$ cat config.mk
export PLATFORM = sky130hd
export DESIGN_NAME = cim_bank
export DESIGN_NICKNAME = d
export VERILOG_FILES = /design/src/cim_pkg.sv /design/src/cim_bank.sv /design/src/cim_alert_merge.sv /design/src/cim_conv_result.sv
export SDC_FILE = /design/constraint.sdc
export NUM_CORES = 1
export LEC_CHECK = 0
export ABC_AREA = 0
export BUFFER_PORTS_ARGS = -buffer_cell sky130_fd_sc_hd__buf_2
export CORE_UTILIZATION = 50
export DETAILED_ROUTE_END_ITERATION = 12
export MAX_ROUTING_LAYER = met4
export PLACE_DENSITY = 0.69
export RECOVER_POWER = 25
export SYNTH_ARGS = -nofsm -noshare
export SYNTH_HDL_FRONTEND = slang
export SYNTH_SLANG_ARGS = --single-unit
$ cat constraint.sdc
create_clock -name clk -period 8.65 [get_ports clk]
set_input_delay 2.595 -clock clk [delete_from_list [all_inputs] [get_ports clk]]
set_output_delay 2.595 -clock clk [all_outputs]
set_load 0.02 [all_outputs]
$ cat src/cim_pkg.sv
// Purpose: shared constants for the charger mask and converter setup bank
// Assumes: 8-bit register file reached at byte addresses
// Notes:   none
`default_nettype none
package cim_pkg;
   localparam logic [7:0] CIM_ADDR_CHG_GATES = 8'h24;
   localparam logic [7:0] CIM_ADDR_FLT_MASK  = 8'h25;
   localparam logic [7:0] CIM_ADDR_CONV_CTL  = 8'h26;
   // writable bit sets
   localparam logic [7:0] CIM_CHG_GATES_WR   = 8'h09;
   localparam logic [7:0] CIM_FLT_MASK_WR    = 8'hF9;
   localparam logic [7:0] CIM_CONV_CTL_WR    = 8'hFC;
   // reset values
   localparam logic [7:0] CIM_CHG_GATES_RST  = 8'h00;
   localparam logic [7:0] CIM_FLT_MASK_RST   = 8'h00;
   localparam logic [7:0] CIM_CONV_CTL_RST   = 8'h30;
   // field positions
   localparam int CIM_B_CHARGE    = 3;
   localparam int CIM_B_SUPPLY    = 0;
   localparam int CIM_B_INPUT_OVP = 7;
   localparam int CIM_B_BATTERY   = 6;
   localparam int CIM_B_SYSRAIL   = 5;
   localparam int CIM_B_BOOST     = 4;
   localparam int CIM_B_THERMAL   = 3;
   localparam int CIM_B_TEMPZONE  = 0;
   localparam int CIM_B_CONV_EN   = 7;
   localparam int CIM_B_ONE_SHOT  = 6;
   localparam int CIM_B_SPEED_LO  = 4;
   localparam int CIM_B_AVG_ON    = 3;
   localparam int CIM_B_AVG_SEED  = 2;
   // event vector index
   localparam int CIM_EV_CHARGE   = 0;
   localparam int CIM_EV_SUPPLY   = 1;
   localparam int CIM_EV_INPUT    = 2;
   localparam int CIM_EV_BATTERY  = 3;
   localparam int CIM_EV_SYSRAIL  = 4;
   localparam int CIM_EV_BOOST    = 5;
   localparam int CIM_EV_THERMAL  = 6;
   localparam int CIM_EV_TEMPZONE = 7;
   localparam int CIM_EV_CONVDONE = 8;
   localparam int CIM_NUM_EV      = 9;
   localparam logic [4:0] CIM_RES_BITS_MAX = 5'h0C;
   localparam logic [11:0] CIM_RESULT_RST  = 12'h000;
endpackage
`default_nettype wire

$ cat src/cim_bank.sv
// Purpose: charger event masks and monitor converter setup registers
// Assumes: register port is a simple byte write/read behind the host link
// Notes:   flags live outside; this bank gates their alerts
`default_nettype none
module cim_bank #(
   parameter int RES_W = 12,
   parameter int NCH   = 8
) (
   // clock and reset
   input  wire logic               clk,
   input  wire logic               nrst,
   // register port
   input  wire logic               reg_wr,
   input  wire logic [7:0]         reg_addr,
   input  wire logic [7:0]         reg_wdata,
   output logic [7:0]              reg_rdata,
   // resets from charger core
   input  wire logic               reg_reset_cmd,
   input  wire logic               watchdog_expired,
   // charger events (one-cycle strobes) and conversion-done gate level
   input  wire logic               charge_status_chg,
   input  wire logic               supply_status_chg,
   input  wire logic               input_ovp_sleep_ev,
   input  wire logic               battery_fault_ev,
   input  wire logic               system_rail_fault_ev,
   input  wire logic               boost_fault_ev,
   input  wire logic               die_overheat_shutdown,
   input  wire logic               temp_zone_chg,
   input  wire logic               conv_done_ev,
   input  wire logic               conv_done_gate,
   // converter sample stream
   input  wire logic               sample_valid,
   input  wire logic [2:0]         sample_chan,
   input  wire logic [RES_W-1:0]   sample_data,
   // converter control to analog
   output logic                    conv_enable,
   output logic                    conv_one_shot,
   output logic [1:0]              conv_speed,
   output logic                    running_average_on,
   output logic                    average_seed_select,
   // event flags for the flag registers
   output logic [cim_pkg::CIM_NUM_EV-1:0] event_flags,
   // results
   output logic [NCH*RES_W-1:0]    results,
   // host alert (open drain, low while driving)
   output logic                    alert_o,
   output logic                    alert_oe
);
   import cim_pkg::*;

   logic [7:0] charge_event_gate_r;
   logic [7:0] flt_mask_r;
   logic [7:0] conv_ctl_r;
   logic [7:0] charge_event_gate_nxt;
   logic [7:0] flt_mask_nxt;
   logic [7:0] conv_ctl_nxt;
   logic [7:0] rdata_nxt;
   logic [CIM_NUM_EV-1:0] ev_raw;
   logic [CIM_NUM_EV-1:0] ev_gate;
   logic [CIM_NUM_EV-1:0] ev_fire;
   logic [CIM_NUM_EV-1:0] flags_nxt;
   logic       alert_pulse;
   logic       wr_chg;
   logic       wr_flt;
   logic       wr_conv;
   logic       charge_event_gate;
   logic       supply_event_gate;
   logic       input_ovp_sleep_gate;
   logic       battery_fault_gate;
   logic       system_rail_fault_gate;
   logic       boost_fault_gate;
   logic       thermal_shutdown_gate;
   logic       temp_zone_gate;
   logic       avg_restart;

   // address decode
   assign wr_chg  = reg_wr && (reg_addr == CIM_ADDR_CHG_GATES);
   assign wr_flt  = reg_wr && (reg_addr == CIM_ADDR_FLT_MASK);
   assign wr_conv = reg_wr && (reg_addr == CIM_ADDR_CONV_CTL);

   // reserved bits are never stored
   assign charge_event_gate_nxt = reg_reset_cmd ? CIM_CHG_GATES_RST :
                         wr_chg ? (reg_wdata & CIM_CHG_GATES_WR) :
                         charge_event_gate_r;
   assign flt_mask_nxt = reg_reset_cmd ? CIM_FLT_MASK_RST :
                         wr_flt ? (reg_wdata & CIM_FLT_MASK_WR) :
                         flt_mask_r;
   // watchdog clears only the enable bit
   assign conv_ctl_nxt =
      reg_reset_cmd ? CIM_CONV_CTL_RST :
      wr_conv ? ((reg_wdata & CIM_CONV_CTL_WR) &
                 ~({7'h00, watchdog_expired} << CIM_B_CONV_EN)) :
      (conv_ctl_r & ~({7'h00, watchdog_expired} << CIM_B_CONV_EN));

   always_comb begin
      unique case (reg_addr)
         CIM_ADDR_CHG_GATES: rdata_nxt = charge_event_gate_r;
         CIM_ADDR_FLT_MASK: rdata_nxt = flt_mask_r;
         CIM_ADDR_CONV_CTL: rdata_nxt = conv_ctl_r;
         default:           rdata_nxt = 8'h00;
      endcase
   end

   // named gate fields
   assign charge_event_gate      = charge_event_gate_r[CIM_B_CHARGE];
   assign supply_event_gate      = charge_event_gate_r[CIM_B_SUPPLY];
   assign input_ovp_sleep_gate   = flt_mask_r[CIM_B_INPUT_OVP];
   assign battery_fault_gate     = flt_mask_r[CIM_B_BATTERY];
   assign system_rail_fault_gate = flt_mask_r[CIM_B_SYSRAIL];
   assign boost_fault_gate       = flt_mask_r[CIM_B_BOOST];
   assign thermal_shutdown_gate  = flt_mask_r[CIM_B_THERMAL];
   assign temp_zone_gate         = flt_mask_r[CIM_B_TEMPZONE];

   assign ev_raw[CIM_EV_CHARGE]   = charge_status_chg;
   assign ev_raw[CIM_EV_SUPPLY]   = supply_status_chg;
   assign ev_raw[CIM_EV_INPUT]    = input_ovp_sleep_ev;
   assign ev_raw[CIM_EV_BATTERY]  = battery_fault_ev;
   assign ev_raw[CIM_EV_SYSRAIL]  = system_rail_fault_ev;
   assign ev_raw[CIM_EV_BOOST]    = boost_fault_ev;
   assign ev_raw[CIM_EV_THERMAL]  = die_overheat_shutdown;
   assign ev_raw[CIM_EV_TEMPZONE] = temp_zone_chg;
   assign ev_raw[CIM_EV_CONVDONE] = conv_done_ev;

   assign ev_gate[CIM_EV_CHARGE]   = charge_event_gate;
   assign ev_gate[CIM_EV_SUPPLY]   = supply_event_gate;
   assign ev_gate[CIM_EV_INPUT]    = input_ovp_sleep_gate;
   assign ev_gate[CIM_EV_BATTERY]  = battery_fault_gate;
   assign ev_gate[CIM_EV_SYSRAIL]  = system_rail_fault_gate;
   assign ev_gate[CIM_EV_BOOST]    = boost_fault_gate;
   assign ev_gate[CIM_EV_THERMAL]  = thermal_shutdown_gate;
   assign ev_gate[CIM_EV_TEMPZONE] = temp_zone_gate;
   // conversion done counts only in one-shot mode
   assign ev_gate[CIM_EV_CONVDONE] =
      conv_done_gate | ~conv_ctl_r[CIM_B_ONE_SHOT];

   assign ev_fire   = ev_raw & ~ev_gate;
   // flags set whatever the mask; here they are strobed outward
   assign flags_nxt = ev_raw;

   cim_alert_merge #(
      .N (CIM_NUM_EV)
   ) u_merge (
      .clk         (clk),
      .nrst        (nrst),
      .ev_fire     (ev_fire),
      .alert_pulse (alert_pulse)
   );

   // averaging restarts on a write that switches it off, or on register reset
   assign avg_restart = reg_reset_cmd |
                        (wr_conv & ~reg_wdata[CIM_B_AVG_ON]);

   genvar g;
   generate
      for (g = 0; g < NCH; g++) begin : g_ch
         logic ch_valid;
         assign ch_valid = sample_valid && conv_ctl_r[CIM_B_CONV_EN] &&
                           (sample_chan == 3'(g));
         cim_conv_result #(
            .W (RES_W)
         ) u_res (
            .clk          (clk),
            .nrst         (nrst),
            .sample_valid (ch_valid),
            .sample_data  (sample_data),
            .speed        (conv_ctl_r[CIM_B_SPEED_LO+1:CIM_B_SPEED_LO]),
            .avg_on       (conv_ctl_r[CIM_B_AVG_ON]),
            .avg_seed_new (conv_ctl_r[CIM_B_AVG_SEED]),
            .avg_restart  (avg_restart),
            .result       (results[g*RES_W +: RES_W])
         );
      end
   endgenerate

   always_ff @(posedge clk) begin
      if (!nrst) begin
         charge_event_gate_r <= CIM_CHG_GATES_RST;
         flt_mask_r <= CIM_FLT_MASK_RST;
         conv_ctl_r <= CIM_CONV_CTL_RST;
      end else begin
         charge_event_gate_r <= charge_event_gate_nxt;
         flt_mask_r <= flt_mask_nxt;
         conv_ctl_r <= conv_ctl_nxt;
      end
   end

   always_ff @(posedge clk) begin
      if (!nrst) begin
         reg_rdata   <= 8'h00;
         event_flags <= '0;
         alert_o     <= 1'b0;
         alert_oe    <= 1'b0;
      end else begin
         reg_rdata   <= rdata_nxt;
         event_flags <= flags_nxt;
         alert_o     <= 1'b0;
         alert_oe    <= alert_pulse;
      end
   end

   always_ff @(posedge clk) begin
      if (!nrst) begin
         conv_enable         <= CIM_CONV_CTL_RST[CIM_B_CONV_EN];
         conv_one_shot       <= CIM_CONV_CTL_RST[CIM_B_ONE_SHOT];
         conv_speed          <=
            CIM_CONV_CTL_RST[CIM_B_SPEED_LO+1:CIM_B_SPEED_LO];
         running_average_on  <= CIM_CONV_CTL_RST[CIM_B_AVG_ON];
         average_seed_select <= CIM_CONV_CTL_RST[CIM_B_AVG_SEED];
      end else begin
         conv_enable         <= conv_ctl_nxt[CIM_B_CONV_EN];
         conv_one_shot       <= conv_ctl_nxt[CIM_B_ONE_SHOT];
         conv_speed          <=
            conv_ctl_nxt[CIM_B_SPEED_LO+1:CIM_B_SPEED_LO];
         running_average_on  <= conv_ctl_nxt[CIM_B_AVG_ON];
         average_seed_select <= conv_ctl_nxt[CIM_B_AVG_SEED];
      end
   end
endmodule
`default_nettype wire

$ cat src/cim_alert_merge.sv
// Purpose: merges gated event strobes into one alert pulse per pending source
// Assumes: event strobes are one-cycle pulses
// Notes:   coincident or close events queue and go out one by one
`default_nettype none
module cim_alert_merge #(
   parameter int N = 9
) (
   // clock and reset
   input  wire logic         clk,
   input  wire logic         nrst,
   // gated events
   input  wire logic [N-1:0] ev_fire,
   // alert pulse
   output logic              alert_pulse
);
   logic [N-1:0] pend_r;
   logic [N-1:0] pend_nxt;
   logic [N-1:0] low_one;
   logic         pulse_nxt;

   // pick one pending source per alert pulse, lowest index first
   assign low_one   = pend_r & (~pend_r + {{(N-1){1'b0}}, 1'b1});
   // a fresh event on the served bit is kept, not lost
   assign pend_nxt  = (pend_r & ~low_one) | ev_fire;
   // pulse only every other cycle so pulses stay separable
   assign pulse_nxt = (|pend_r) & ~alert_pulse;

   always_ff @(posedge clk) begin
      if (!nrst) begin
         pend_r      <= '0;
         alert_pulse <= 1'b0;
      end else begin
         pend_r      <= alert_pulse ? (pend_r | ev_fire) : pend_nxt;
         alert_pulse <= pulse_nxt;
      end
   end
endmodule
`default_nettype wire

$ cat src/cim_conv_result.sv
// Purpose: one monitor result holder with resolution cut and running average
// Assumes: sample strobe marks a finished conversion
// Notes:   the result never clears except at power-on
`default_nettype none
module cim_conv_result #(
   parameter int W = 12
) (
   // clock and reset
   input  wire logic         clk,
   input  wire logic         nrst,
   // conversion input
   input  wire logic         sample_valid,
   input  wire logic [W-1:0] sample_data,
   input  wire logic [1:0]   speed,
   input  wire logic         avg_on,
   input  wire logic         avg_seed_new,
   input  wire logic         avg_restart,
   // result
   output logic [W-1:0]      result
);
   import cim_pkg::*;
   logic [W-1:0] cut;
   logic [W:0]   sum;
   logic         seeded_r;
   logic [W-1:0] res_nxt;

   // drop low bits for the chosen effective resolution
   assign cut = (sample_data >> speed) << speed;
   assign sum = {1'b0, result} + {1'b0, cut};
   // seed from held result or from fresh conversion
   assign res_nxt = !avg_on ? cut :
                    (!seeded_r && avg_seed_new) ? cut :
                    sum[W:1];

   always_ff @(posedge clk) begin
      if (!nrst) begin
         result   <= W'(CIM_RESULT_RST);
         seeded_r <= 1'b0;
      end else begin
         if (avg_restart || !avg_on) begin
            seeded_r <= 1'b0;
         end else if (sample_valid) begin
            seeded_r <= 1'b1;
         end
         if (sample_valid) begin
            result <= res_nxt;
         end
      end
   end
endmodule
`default_nettype wire

==> results of run 1 <==
## registers in the layout, summed over array words and instances, names as in the netlist
signal	flops
u_merge.pend_r	9
event_flags	9
u_merge.alert_pulse	1
conv_ctl_r	6
charge_event_gate_r	2
g_ch.u_res.seeded_r	8
g_ch.u_res.result	96
flt_mask_r	6
alert_oe	1
reg_rdata	7
## through the flow
| stage | std cells | instance area [µm²] | util [%] | worst slack (ns) |
|---|---|---|---|---|
| global route | 1601 | 11500 | 59.11 | 2.634 |
| CTS | 1599 | 11560 | 59.40 | 3.040 |
| finish | 1601 | 11500 | 59.11 | 3.008 |
| global placement | 1567 | 10970 | 56.37 | 2.615 |
| detailed placement | 1567 | 10970 | 56.37 | 2.588 |
| floorplan | 1192 | 9955 | - | 3.418 |
## power by group through the flow
stage	Combinational, µW	Sequential (µW)	Clock, µW
after floorplan	80.4	694	0
after global placement	118	691	0
after detailed placement	119	691	0
after CTS	120	676	752
after global routing	132	677	781
final	120	677	745
## routing by layer
layer	up-vias	track usage, %	wire length (µm)
met3	45	4.527	1694
met1	4427	35.62	12780
li1	4718	-	-
met5	-	-	0
met2	297	46.11	12690
met4	0	8.829	653
## logic make-up after synthesis
kind of cell / share of synthesized area [%]
AOI/OAI and AO/OA: 28.24
and+or+nand+nor: 17.10
DFF: 29.17
adders and majority gates: 12.67
buffers and inverters: 3.370
xor gates and xnor gates: 5.281
muxes: 4.124
other: 0.03769
## worst paths after layout
path | start | to | slack, ns | cells after the start
worst min-delay path | g_ch[1].u_res.seeded_r$_SDFFE_PP0P_ | g_ch[1].u_res.seeded_r$_SDFFE_PP0P_ | 0.47 | 1
worst max-delay path | sample_data[1] | g_ch[7].u_res.result[8]$_SDFFE_PN0P_ | 3.01 | 11
worst max register to register | conv_ctl_r[5]$_SDFFE_PP1P_ | g_ch[7].u_res.result[8]$_SDFFE_PN0P_ | 4.69 | 10
worst min register to register | g_ch[1].u_res.seeded_r$_SDFFE_PP0P_ | g_ch[1].u_res.seeded_r$_SDFFE_PP0P_ | 0.47 | 1
## layout by cell type, fill, tap and decap left out, types with 34 or more instances in the layout
master    count
mux2i_1      41
a21oi_1      99
dfxtp_1     145
nor2_1       78
buf_2       117
ha_1         88
clkbuf_1     48
nand2_1      98
o21ai_0      90
xnor2_1      34
## worst reg2reg max path, cell delays in order (launching register included)
cell,delay (ns)
dfxtp_1,0.48
nand2b_1,0.56
inv_1,0.68
ha_1,0.50
and3_1,0.18
a221oi_1,0.42
o21ai_0,0.14
a21oi_1,0.30
o21bai_1,0.14
xor2_1,0.15
o311a_1,0.29
## layout make-up
cell class	instances	area, µm²
Fill cell	1829	7959
Multi-Input combinational cell	964	6748
Sequential cell	145	2903
Timing Repair Buffer	179	874.6
Clock buffer	20	456.7
Tap cell	265	331.6
Clock inverter	12	132.6
Inverter	14	52.55
Antenna cell	2	5.005
==> flow_summary_export.csv, run 1 <==
group,metric,value,unit
worst_setup_path,cp_num_buf_inv,2,
worst_setup_path,max_stage_delay,0.93,ns
cts,ctsHoldBuffers,0,
timing,worstMarginPinSlew,3.110,ns
route,wl_per_cell,17.37,µm
place,port_buffers,164,
logic_synthesis,netlist.area_leader.share,29.17,%
logic_synthesis,syn_inst,1191,
power,peakVddDrop,0.0001345,V
timing,hold_slack,0.4697,ns
logic_synthesis,synth_cell_types,65,
logic_synthesis,ys_seq_area_share,29.17,%
power,pwr-share-clk,48.3,%
layout,fin_nets,1464,
logic_synthesis,synth.area.top_cells,"dfxtp_1 (29%), ha_1 (11%), a21oi_1 (5.0%), o21ai_0 (4.5%), mux2i_1 (4.1%)",
cts,cts_tree,"done",
route,drc_errors,0,
timing,grt_setup_unrepaired,"false",
logic_synthesis,synthFlopType,"dfxtp_1",
power,p_int,1158,µW
power,pwr-share-comb,7.8,%
cts,clkSinkCount,145,
power,swShare,24.90,%
logic_synthesis,synth_edf_count,0,
cts,htreeDepth,4,
global_route,antenna_found_initial,2,
worst_setup_path,cp.arrival,5.96,ns
die,ios,168,
worst_setup_path,worst-setup-path-type,"in2reg",
timing,clock_skew,0.009637,ns
route,firstDrtPassIters,5,
logic_synthesis,yosys_warnings,0,
die,num_rows,51,
place,place.gp.congestion,0.9071,
timing,setup_viol,0,
logic_synthesis,yosys.area.top_type,"dfxtp_1",
timing,hold_viol,0,
timing,period_share,65.23,%
power,leakage,0.005497,µW
die,fp.dieH,143.1,µm
worst_setup_path,crit_path_start_kind,"primary input",
timing,fmax,0.1772,GHz
route,drtIter0Drc,592,
die,core-area,19460,µm²
worst_setup_path,critPathSlowestCell,"inv_1",
power,p_per_area,134.1,nW/µm²
worst_setup_path,critical-path-top-delay-family,"compound AO/OA/AOI/OAI gates",
hold_path,hold_class,"reg2reg",
timing,finalMaxSlewViolations,72,
place,dp_hpwl,18.86,mm
run,maxCapViolations,1,
timing,period_needed,5.642,ns
power,total_power,1542,µW
route,final_antenna_net_count,0,
timing,tns,0,ns
logic_synthesis,async_reset_ff_share,0,%
layout,area_growth,15.60,%
status,violations,"max-capacitance violations, max-slew violations",
status,status,"finished with violations",
cts,cts_buffer_depth,2,
die,dieArea,20470,µm²
global_route,grt_pass1_wl,43.61,mm
logic_synthesis,yosysMostFrequentCell,"dfxtp_1",
logic_synthesis,ys_ff_latch,145,
logic_synthesis,syn-cell-area,9951,µm²
cts,path_clk_slew,0.06,ns
power,pwr-share-seq,43.9,%
global_route,overflow,0,
global_route,grt_max_degree,72,
global_route,track_usage,28.25,%
worst_setup_path,path_cells,"buf_2 > nand2b_1 > inv_1 > ha_1 > and3_1 > a221oi_1 > o21ai_0 > a21oi_1 > o21bai_1 > xor2_1 > o311a_1",
worst_setup_path,critPathRequiredTime,8.96,ns
die,initial_core_util,51.13,%
global_route,grt_pass1_vias,8497,
cts,post_cts_resized,0,
cts,post-cts-setup-buffer-count,0,
logic_synthesis,synthTopCellsByCount,"dfxtp_1 (145), a21oi_1 (99), nand2_1 (98)",
route,viasPerCell,5.926,
worst_setup_path,endpoint_kind,"register",
route,drt-total-wl,27.81,mm
cts,clk_latency,0.43,ns
logic_synthesis,syn_area_per_cell,8.355,µm²
cts,ctsRootBufferMaster,"clkbuf_16",
cts,cts_made_buffers,17,
worst_setup_path,worst-path-max-fanout,18,
die,die_w,143.1,µm
route,dr_total_vias,9487,
timing,relSlewSlack,-107.3,%
power,power.net_switching,384.0,µW
layout,drive_above_1_share,14.02,%
Power figures use the tool's default switching activity.
==> run 2, diff against run 1 <==
PLACE_DENSITY = 0.72   (was 0.69)
clock period = 4.6 ns   (was 8.65 ns; I/O delays follow)
==> flow_summary_export.csv, run 2 (synthesis results as in run 1) <==
group,metric,value,unit
cts,ctsHoldBuffers,0,
status,violations,"max-capacitance violations, max-slew violations",
die,initial_core_util,51.13,%
timing,worstMarginPinSlew,1.725,ns
global_route,track_usage,28.44,%
timing,clock_skew,0.009716,ns
timing,grt_setup_unrepaired,"false",
route,firstDrtPassIters,5,
worst_setup_path,max_stage_delay,0.51,ns
die,die_w,143.1,µm
worst_setup_path,critical-path-top-delay-family,"compound AO/OA/AOI/OAI gates",
cts,cts_buffer_depth,2,
cts,clk_latency,0.43,ns
timing,tns,0,ns
power,p_per_area,249.6,nW/µm²
die,dieArea,20470,µm²
power,leakage,0.005568,µW
place,placed_cells,1575,
timing,finalMaxSlewViolations,40,
layout,fillCellCount,1746,
global_route,grt_max_degree,93,
layout,fin_nets,1472,
route,drtIter0Drc,579,
layout,final_cell_mix,"dfxtp_1 (145), buf_2 (123), a21oi_1 (99)",
route,drt-total-wl,28.13,mm
worst_setup_path,path_cells,"buf_2 > nand2b_1 > inv_1 > ha_1 > and3_1 > a221oi_1 > o21ai_0 > a21oi_1 > o21bai_1 > xor2_1 > o311a_1",
worst_setup_path,endpoint_kind,"register",
layout,area_growth,16.37,%
cts,post-cts-setup-buffer-count,0,
status,status,"finished with violations",
die,ios,168,
place,dp_hpwl,19.50,mm
route,drc_errors,0,
place,port_buffers,164,
layout,fin_cells,1610,
cts,path_clk_slew,0.06,ns
worst_setup_path,critPathRequiredTime,4.92,ns
layout,multi_input_area,6748,µm²
die,fp.dieH,143.1,µm
global_route,overflow,0,
layout,fin_util,59.50,%
timing,setup_viol,0,
power,peakVddDrop,0.0002667,V
timing,period_share,81.95,%
timing,relSlewSlack,-15.02,%
route,viasPerCell,5.923,
global_route,antenna_found_initial,3,
cts,htreeDepth,4,
route,dr_total_vias,9536,
timing,hold_viol,0,
cts,ctsRootBufferMaster,"clkbuf_16",
layout,largest_reg_flops,96,
global_route,grt_pass1_vias,8470,
layout,layout.area.seq,2903,µm²
layout,regMostFlops,"g_ch.u_res.result",
worst_setup_path,critPathSlowestCell,"inv_1",
worst_setup_path,cp.arrival,4.08,ns
worst_setup_path,worst-setup-path-type,"in2reg",
place,place.gp.congestion,0.9012,
worst_setup_path,cp_num_buf_inv,2,
timing,fmax,0.2653,GHz
timing,hold_slack,0.4663,ns
layout,final_common_cell,"dfxtp_1",
route,final_antenna_net_count,0,
cts,cts_made_buffers,17,
die,num_rows,51,
layout,drive_above_1_share,15.05,%
layout,top_regs,"g_ch.u_res.result (96), event_flags (9), u_merge.pend_r (9)",
worst_setup_path,crit_path_start_kind,"primary input",
hold_path,hold_class,"reg2reg",
worst_setup_path,r2r_slack,1.32,ns
cts,cts_tree,"done",
run,maxCapViolations,1,
die,core-area,19460,µm²
route,wl_per_cell,17.47,µm
cts,clkSinkCount,145,
worst_setup_path,worst-path-max-fanout,12,
timing,period_needed,3.770,ns
cts,post_cts_resized,0,
global_route,grt_pass1_wl,43.88,mm
==> run 2: cell types whose count changed in the layout (fill, tap and decap cells not counted) <==
cell | before | now
buf_2 | 117 | 123
clkbuf_1 | 48 | 41
clkinv_4 | 3 | 1
inv_6 | 1 | 3
and2_1 | 15 | 16
and2_0 | 4 | 3
bufinv_16 | 2 | 1
diode_2 | 2 | 3
buf_12 | 0 | 1
clkbuf_8 | 2 | 4
buf_4 | 15 | 22
==> run 2: metrics by stage <==
step / total power (µW) / setup slack [ns] / cell area (µm²)
2_1_floorplan: 1456 / 0.5831 / 9955
3_3_place_gp: 1525 / 0.4545 / 11040
3_5_place_dp: 1528 / 0.4394 / 11040
4_1_cts: 2903 / 0.8681 / 11630
5_1_grt: 2985 / 0.7114 / 11580
6_report: 2891 / 0.8303 / 11580
==> run 2: power by group <==
| part | total [µW] | switching [µW] | internal [µW] |
|---|---|---|---|
| clock network | 1390 | 582 | 805 |
| logic | 231 | 145 | 86.1 |
| registers | 1270 | 5.90 | 1270 |
==> run 2: area by class of cell <==
cell class | instances | share of cell area [%]
well taps | 265 | 2.863
multi-input cells | 964 | 58.27
repair buffers | 187 | 8.244
inverters | 14 | 0.4538
clock buffers | 21 | 4.149
diodes | 3 | 0.06483
clock inverters | 11 | 0.8860
flip-flops and latches | 145 | 25.07
==> run 2: metal layers <==
metal	vias up	wire length, µm	track usage [%]
met2	315	12810	44.54
met1	4450	12970	37.05
met3	38	1777	4.259
met4	0	570	10.24
li1	4733	-	-
met5	-	0	-
==> run 2: path summary, 6_finish.rpt <==
path	startpoint	to	cells after the start
max reg2reg	conv_ctl_r[5]$_SDFFE_PP1P_	g_ch[7].u_res.result[8]$_SDFFE_PN0P_	10
max	sample_data[1]	g_ch[7].u_res.result[8]$_SDFFE_PN0P_	11
min reg2reg	g_ch[5].u_res.seeded_r$_SDFFE_PP0P_	g_ch[5].u_res.seeded_r$_SDFFE_PP0P_	1
min	g_ch[5].u_res.seeded_r$_SDFFE_PP0P_	g_ch[5].u_res.seeded_r$_SDFFE_PP0P_	1
